$ cat src/design/ode_defs.svh
// Field positions, codes and reset values of the octal double-rate enable descriptor
`ifndef ODE_DEFS_SVH
`define ODE_DEFS_SVH
`define ODE_BIT_AVAIL    31
`define ODE_BIT_POL      30
`define ODE_BIT_RSVD     29
`define ODE_BIT_ADDRD    28
`define ODE_BIT_BYTE1    27
`define ODE_POS_HI       26
`define ODE_POS_LO       24
`define ODE_LADDR_HI     23
`define ODE_LADDR_LO     16
`define ODE_BIT_M8D      23
`define ODE_BIT_M8S      22
`define ODE_BIT_M4SDD    21
`define ODE_BIT_M4SSS    20
`define ODE_DUMMY_HI     19
`define ODE_DUMMY_LO     16
`define ODE_RDOP_HI      15
`define ODE_RDOP_LO      8
`define ODE_WROP_HI      7
`define ODE_WROP_LO      0
`define ODE_OP_NONE      8'h00
`define ODE_RSVD_VAL     1'h0
`define ODE_DESC_IDX     8'h15
`define ODE_DUMMY_MAX    15
`define ODE_SINGLE_DUMMY 4'h0
`define ODE_MEM_RESET    8'h00
`endif

$ cat src/design/ode_pkg.sv
// Types shared by the octal double-rate enable block
package ode_pkg;
	// Lane and rate mode of an incoming command
	typedef enum logic [2:0] {
		ODE_MODE_1S1S1S,
		ODE_MODE_8D8D8D,
		ODE_MODE_8S8S8S,
		ODE_MODE_4S4D4D,
		ODE_MODE_4S4S4S,
		ODE_MODE_OTHER
	} ode_mode_type;
endpackage

$ cat src/design/ode_cfg_mem.sv
// Byte-wide configuration register map with registered read data
`timescale 1ns/1ns
`include "ode_defs.svh"
module ode_cfg_mem #(
	parameter int AW = 8
) (
	input  wire logic          ref_clk,
	input  wire logic          arst_n,
	input  wire logic          wrEn,
	input  wire logic [AW-1:0] wrAddr,
	input  wire logic [7:0]    wrData,
	input  wire logic [AW-1:0] rdAddr,
	output logic      [7:0]    rdData_r
);
	localparam int DEPTH = 1 << AW;
	logic [7:0] cell_r [DEPTH];

	// One resettable byte per entry so every read is defined after reset
	genvar gi;
	generate
		for (gi = 0; gi < DEPTH; gi++) begin : g_cell
			always_ff @(posedge ref_clk or negedge arst_n) begin
				if (!arst_n) begin
					cell_r[gi] <= `ODE_MEM_RESET;
				end else if (wrEn && (wrAddr == AW'(gi))) begin
					cell_r[gi] <= wrData;
				end
			end
		end
	endgenerate

	// Read port is one cycle late; a write in the same cycle is not forwarded
	always_ff @(posedge ref_clk or negedge arst_n) begin
		if (!arst_n) begin
			rdData_r <= `ODE_MEM_RESET;
		end else begin
			rdData_r <= cell_r[rdAddr];
		end
	end
endmodule

$ cat src/design/ode_desc_top.sv
// Octal double-rate enable descriptor word and the volatile enable register it describes
`timescale 1ns/1ns
`include "ode_defs.svh"
module ode_desc_top #(
	parameter bit       AVAILABLE  = 1'b1,
	parameter bit       POL_INV    = 1'b0,
	parameter bit       ADDRESSED  = 1'b0,
	parameter bit       ADDR_BYTE1 = 1'b0,
	parameter int       ADDR_BITS  = 24,
	parameter int       BIT_POS    = 3,
	parameter bit [7:0] LOCAL_ADDR = 8'h00,
	parameter bit       MODE_8D    = 1'b1,
	parameter bit       MODE_8S    = 1'b0,
	parameter bit       MODE_4SDD  = 1'b0,
	parameter bit       MODE_4SSS  = 1'b0,
	parameter int       DUMMY      = 8,
	parameter bit [7:0] RD_OP      = 8'h65,
	parameter bit [7:0] WR_OP      = 8'h71
) (
	input  wire logic                 ref_clk,
	input  wire logic                 arst_n,
	input  wire logic                 paramRdReq,
	input  wire logic [7:0]           paramRdIdx,
	output logic                      paramRdValid_r,
	output logic      [31:0]          paramRdData_r,
	input  wire logic                 cmdValid,
	input  wire logic [7:0]           cmdOpcode,
	input  wire logic                 cmdHasAddr,
	input  wire logic [31:0]          cmdAddr,
	input  wire ode_pkg::ode_mode_type cmdMode,
	input  wire logic [3:0]           cmdDummy,
	input  wire logic [7:0]           cmdWrData,
	output logic                      cmdDone_r,
	output logic                      cmdRejected_r,
	output logic                      cmdRdValid_r,
	output logic      [7:0]           cmdRdData_r,
	output logic                      octalDdrEnable_r
);
	// Refuse configurations the decode cannot serve, at elaboration
	if (ADDR_BYTE1 && ADDR_BITS == 8) begin : g_bad_byte1
		$error("second address byte needs 24 or 32 bit address");
	end
	if (ADDR_BITS != 8 && ADDR_BITS != 24 && ADDR_BITS != 32) begin : g_bad_width
		$error("address width must be 8, 24 or 32");
	end
	if (BIT_POS < 0 || BIT_POS > 7) begin : g_bad_pos
		$error("enable bit position must be 0 to 7");
	end
	if (DUMMY < 0 || DUMMY > `ODE_DUMMY_MAX) begin : g_bad_dummy
		$error("dummy count must be 0 to 15");
	end

	localparam logic [3:0] DUMMY_C   = 4'(DUMMY);
	localparam logic [2:0] POS_C     = 3'(BIT_POS);
	// Enable bit starts at its disabling value
	localparam logic [7:0] LOC_RESET = 8'(POL_INV) << BIT_POS;

	// Descriptor word assembly
	logic [31:0] descWord;
	always_comb begin
		descWord = 32'h0000_0000;
		descWord[`ODE_BIT_AVAIL] = AVAILABLE;
		descWord[`ODE_BIT_POL] = POL_INV;
		descWord[`ODE_BIT_RSVD] = `ODE_RSVD_VAL;
		descWord[`ODE_BIT_ADDRD] = ADDRESSED;
		descWord[`ODE_BIT_BYTE1] = ADDR_BYTE1;
		descWord[`ODE_POS_HI:`ODE_POS_LO] = POS_C;
		if (ADDRESSED) begin
			descWord[`ODE_LADDR_HI:`ODE_LADDR_LO] = LOCAL_ADDR;
		end else begin
			descWord[`ODE_BIT_M8D] = MODE_8D;
			descWord[`ODE_BIT_M8S] = MODE_8S;
			descWord[`ODE_BIT_M4SDD] = MODE_4SDD;
			descWord[`ODE_BIT_M4SSS] = MODE_4SSS;
			descWord[`ODE_DUMMY_HI:`ODE_DUMMY_LO] = DUMMY_C;
		end
		descWord[`ODE_RDOP_HI:`ODE_RDOP_LO] = RD_OP;
		descWord[`ODE_WROP_HI:`ODE_WROP_LO] = WR_OP;
	end

	// Parameter read answers one cycle later; other word indices read as zero
	always_ff @(posedge ref_clk or negedge arst_n) begin
		if (!arst_n) begin
			paramRdValid_r <= 1'b0;
			paramRdData_r  <= 32'h0000_0000;
		end else begin
			paramRdValid_r <= paramRdReq;
			if (paramRdReq) begin
				paramRdData_r <= (paramRdIdx == `ODE_DESC_IDX) ? descWord : 32'h0000_0000;
			end
		end
	end

	// Command decode
	logic [7:0] addrByte;
	logic [7:0] regAddr;
	logic       isRead;
	logic       isWrite;
	logic       modeOk;
	logic       styleOk;
	logic       accept;
	always_comb begin
		addrByte = ADDR_BYTE1 ? cmdAddr[15:8] : cmdAddr[7:0];
		regAddr  = ADDRESSED ? addrByte : LOCAL_ADDR;
		// A 00h opcode never matches, so an absent command is refused
		isRead   = (RD_OP != `ODE_OP_NONE) && (cmdOpcode == RD_OP);
		isWrite  = (WR_OP != `ODE_OP_NONE) && (cmdOpcode == WR_OP);
		styleOk  = (cmdHasAddr == ADDRESSED);
		// Unflagged modes are refused here; the host must not assume so
		case (cmdMode)
			ode_pkg::ODE_MODE_1S1S1S: modeOk = (cmdDummy == `ODE_SINGLE_DUMMY);
			ode_pkg::ODE_MODE_8D8D8D: modeOk = MODE_8D && (cmdDummy == DUMMY_C);
			ode_pkg::ODE_MODE_8S8S8S: modeOk = MODE_8S && (cmdDummy == DUMMY_C);
			ode_pkg::ODE_MODE_4S4D4D: modeOk = MODE_4SDD && (cmdDummy == DUMMY_C);
			ode_pkg::ODE_MODE_4S4S4S: modeOk = MODE_4SSS && (cmdDummy == DUMMY_C);
			default:                  modeOk = 1'b0;
		endcase
		// Addressed access carries no published dummy count, so mode is not checked
		if (ADDRESSED) begin
			modeOk = 1'b1;
		end
		accept = cmdValid && AVAILABLE && styleOk && modeOk && (isRead || isWrite);
	end

	// Register holding the enable bit; other map entries live in the memory
	logic [7:0] localReg_r;
	logic       hitLocal;
	assign hitLocal = (regAddr == LOCAL_ADDR);
	always_ff @(posedge ref_clk or negedge arst_n) begin
		if (!arst_n) begin
			localReg_r <= LOC_RESET;
		end else if (accept && isWrite && hitLocal) begin
			localReg_r <= cmdWrData;
		end
	end

	logic [7:0] memRdData;
	ode_cfg_mem #(
		.AW(8)
	) i_ode_cfg_mem (
		.ref_clk  (ref_clk),
		.arst_n   (arst_n),
		.wrEn     (accept && isWrite && !hitLocal),
		.wrAddr   (regAddr),
		.wrData   (cmdWrData),
		.rdAddr   (regAddr),
		.rdData_r (memRdData)
	);

	// First stage waits for the memory's registered read
	logic s1Valid_r;
	logic s1Accept_r;
	logic s1Read_r;
	logic s1Local_r;
	always_ff @(posedge ref_clk or negedge arst_n) begin
		if (!arst_n) begin
			s1Valid_r  <= 1'b0;
			s1Accept_r <= 1'b0;
			s1Read_r   <= 1'b0;
			s1Local_r  <= 1'b0;
		end else begin
			s1Valid_r  <= cmdValid;
			s1Accept_r <= accept;
			s1Read_r   <= accept && isRead;
			s1Local_r  <= hitLocal;
		end
	end

	// Second stage drives the answer; local byte is read live, after any write
	always_ff @(posedge ref_clk or negedge arst_n) begin
		if (!arst_n) begin
			cmdDone_r     <= 1'b0;
			cmdRejected_r <= 1'b0;
			cmdRdValid_r  <= 1'b0;
			cmdRdData_r   <= 8'h00;
		end else begin
			cmdDone_r     <= s1Valid_r && s1Accept_r;
			cmdRejected_r <= s1Valid_r && !s1Accept_r;
			cmdRdValid_r  <= s1Read_r;
			if (s1Read_r) begin
				cmdRdData_r <= s1Local_r ? localReg_r : memRdData;
			end
		end
	end

	// Mode enable follows the stored bit through the polarity
	always_ff @(posedge ref_clk or negedge arst_n) begin
		if (!arst_n) begin
			octalDdrEnable_r <= 1'b0;
		end else begin
			octalDdrEnable_r <= AVAILABLE && (localReg_r[POS_C] != POL_INV);
		end
	end
endmodule

$ cat config.mk
export PLATFORM = sky130hd
export DESIGN_NAME = ode_desc_top
export DESIGN_NICKNAME = d
export VERILOG_FILES = /design/src/design/ode_pkg.sv /design/src/design/ode_cfg_mem.sv /design/src/design/ode_desc_top.sv
export VERILOG_INCLUDE_DIRS = /design/src /design/src/design
export SDC_FILE = /design/constraint.sdc
export NUM_CORES = 1
export LEC_CHECK = 0
export ABC_AREA = 0
export BUFFER_PORTS_ARGS = -buffer_cell sky130_fd_sc_hd__buf_2
export CAP_MARGIN = 10
export CORE_MARGIN = 4
export CORE_UTILIZATION = 33
export CTS_CLUSTER_SIZE = 10
export DETAILED_ROUTE_END_ITERATION = 16
export PLACE_DENSITY = 0.78
export SYNTH_ARGS = -nofsm -noshare
export SYNTH_HDL_FRONTEND = slang
export SYNTH_SLANG_ARGS = --single-unit
$ cat constraint.sdc
create_clock -name ref_clk -period 0.8 [get_ports ref_clk]
set_input_delay 0.16 -clock ref_clk [delete_from_list [all_inputs] [get_ports ref_clk]]
set_output_delay 0.16 -clock ref_clk [all_outputs]
set_load 0.01 [all_outputs]
==> results.py <==
metrics = {
    "power_and_ir_drop": {
        "power_per_cell_area_nw_per_um2": 1324,
        "vdd_drop_max_mv": 0.6432,
        "p_total_mw": 2.400,
        "leakagePower_nw": 0.9313,
    },
    "routing": {
        "vias": 918,
        "drt-vias-per-instance": 4.135,
        "firstDrtPassIters": 4,
        "drt-total-wl_mm": 2.659,
        "wl_per_cell_um": 11.98,
        "drt_iter0_drc": 46,
        "ant_nets": 0,
        "drc_errors": 0,
    },
    "global_route": {
        "grt_pass1_vias": 907,
        "grt_max_degree": 27,
        "overflow": 0,
        "track_usage": 0.1048,
        "grt_pass1_wl_mm": 4.112,
        "antenna_found_initial": 0,
    },
    "timing": {
        "rsz0062_at_grt": "true",
        "period_needed_ns": 1.211,
        "worst_slack_ns": -0.4107,
        "max_freq_mhz": 825.9,
        "finalHoldViolCount": 0,
        "fin_skew_ns": 0.004307,
        "setup_viol": 39,
        "maxSlewViolCount": 0,
        "finalCritPeriodShare": 1.513,
    },
    "setup_path": {
        "timing_worst_setup_path_type": "input port to flop",
        "start_kind": "input port",
        "r2r_setup_slack_ns": -0.01,
        "cp-end-kind": "flop",
        "worstPathArrival_ns": 1.36,
        "crit_fanout": 8,
        "crit_required_ns": 0.95,
        "reg2regPathDepth": 3,
    },
    "cts": {
        "cts_tree": "built",
        "clk_pin_slew_ns": 0.08,
        "cts.path.max_buffers": 2,
        "insertion_delay_ns": 0.26,
        "cts_buffers": 3,
        "htree_levels": 1,
        "clock_sinks": 26,
        "ctsRootBufferMaster": "clkbuf_8",
    },
    "floorplanning": {
        "die_x_um": 69.33,
        "io_pins": 113,
        "initial_core_util": 0.3390,
        "num_rows": 22,
        "design.die.area_um2": 4807,
        "die_h_um": 69.33,
        "core_area_um2": 3661,
    },
    "logic_synthesis": {
        "syn_area_per_cell_um2": 10.98,
        "synth_compound_area_frac": 0.04032,
        "syn_inst": 113,
        "synth_cell_type_count": 20,
        "ys_seq_area_frac": 0.5242,
        "synth_seq_cells": 26,
        "yosysWarnings": 0,
        "synth.mux.area_fraction": 0.07258,
        "synth_top_family_by_area": "buffers and inverters",
        "syn_area_um2": 1241,
        "yosys.area_share.simple": 0.1280,
        "synthXorXnorAreaFrac": 0.007056,
        "synth_fa_ha_area_frac": 0,
    },
    "final_layout": {
        "n_antenna_cell": 0,
        "final_util": 0.4949,
        "n_fill_cell": 337,
        "multi_input_comb_area_um2": 494.2,
        "synthToLayoutAreaGrowth_pct": 45.97,
        "stdcell_area_um2": 1812,
        "fin_cells": 222,
        "finalNetCount": 243,
        "drive_above_1_share": 0.5805,
        "seqCellArea_um2": 653.1,
    },
    "run_status": {
        "violations": "setup timing",
        "outcome": "finished, violations left",
    },
    "hold_path": {
        "hold_depth": 1,
        "worstHoldPathType": "input port to flop",
    },
    "placed_design": {
        "hpwl_mm": 1.802,
        "port_buffers": 61,
        "place_area_um2": 1525,
        "dp.cells": 210,
        "gp_congestion": 0.7233,
    },
    "flow_run": {
        "max_cap_viol_count": 0,
    },
}
[synthesized netlist by cell type, drive strengths merged]
cell,instances,area share
nand2b,2,0.010
nor2,2,0.0061
buf,31,0.19
nand3,11,0.044
nor4bb,1,0.0081
and2,1,0.0050
a21oi,1,0.0040
mux2,8,0.073
o21ai,9,0.036
nor2b,1,0.0050
nor4,2,0.022
conb,2,0.0061
nor4b,3,0.021
nand3b,1,0.0061
xor2,1,0.0071
inv,9,0.027
clkbuf,2,0.0070
dfrtp,26,0.52
[path summary, 6_finish.rpt]
kind / from / endpoint
worst max-delay path: cmdDummy[0] / localReg_r[3]$_DFFE_PN0P_
worst max register to register: s1Read_r$_DFF_PN0_ / cmdRdData_r[0]$_DFFE_PN0P_
max in group asynchronous: arst_n / s1Local_r$_DFF_PN0_
worst min-delay path: paramRdReq / paramRdValid_r$_DFF_PN0_
min in group asynchronous: arst_n / cmdRdData_r[2]$_DFFE_PN0P_
worst min register to register: s1Accept_r$_DFF_PN0_ / cmdRejected_r$_DFF_PN0_
[per-layer routing]
layer,up-vias,GRT usage,share of wire,wire (um)
li1,443,-,-,-
met1,422,0.1241,0.37,994
met2,49,0.1843,0.52,1391
met3,4,0.01449,0.086,230
met4,0,0.05206,0.016,43
met5,-,0,0,0
[final cells by class]
class / instances / share of cell area
Multi-Input combinational cell: 63 / 0.2728
Sequential cell: 26 / 0.3605
Timing Repair Buffer: 72 / 0.2845
Inverter: 9 / 0.01865
Tap cell: 48 / 0.03315
Clock buffer: 4 / 0.03039
[per-stage QoR]
step	worst slack, ns	hold WS [ns]	TNS [ns]
5_1_grt	-0.4687	0.01320	-11.05
3_3_place_gp	-0.7841	0.1104	-6.830
3_5_place_dp	-0.8272	0.1122	-7.102
2_1_floorplan	-0.7096	-0.1356	-5.822
4_1_cts	-0.4035	0.01768	-8.690
6_report	-0.4107	0.01927	-9.232
[power breakdown]
group	internal (mW)	switching (mW)
registers	1.32	0.0113
logic	0.119	0.132
clock network	0.439	0.374
total	1.88	0.518
[flip-flops by register name, indices dropped and copies added, names as in the netlist]
signal	cells
s1Read_r	1
cmdRdData_r	8
s1Local_r	1
s1Accept_r	1
octalDdrEnable_r	1
cmdDone_r	1
localReg_r	8
s1Valid_r	1
cmdRejected_r	1
paramRdValid_r	1
paramRdData_r	1
cmdRdValid_r	1
[critical path, cell delays in order]
cell and delay [ns]:
buf_6 0.09, nor4b_4 0.30, nand3_2 0.14, nor4_4 0.16
buf_6 0.20, mux2_4 0.31
[repair_timing]
action,CTS,global route
buffers inserted,3,6
hold buffers,1,0
gates cloned,0,0
resized for setup,21,18
setup endpoints to repair,41,45
pin swaps,5,3
endpoints found under the hold margin,26,0
[cell usage in the layout, fill, tap and decap left out, types with 2 or more instances in the layout]
cell type / instances
buf_12: 2
nand3_1: 2
buf_4: 3
conb_1: 20
inv_2: 3
buf_2: 48
clkbuf_8: 4
nor4b_4: 2
buf_6: 18
nand2b_1: 2
nor2_1: 2
mux2_4: 8
o21ai_1: 8
dfrtp_1: 24
dfrtp_2: 2
nand3_2: 9
inv_1: 6
[kinds of logic after synthesis]
logic type      Yosys count
simple gates             24
buf+inv                  42
mux                       8
xor+xnor                  1
flops                    26
other cells               2
compound gates           10
No activity file was read; power rests on OpenSTA's default activity.
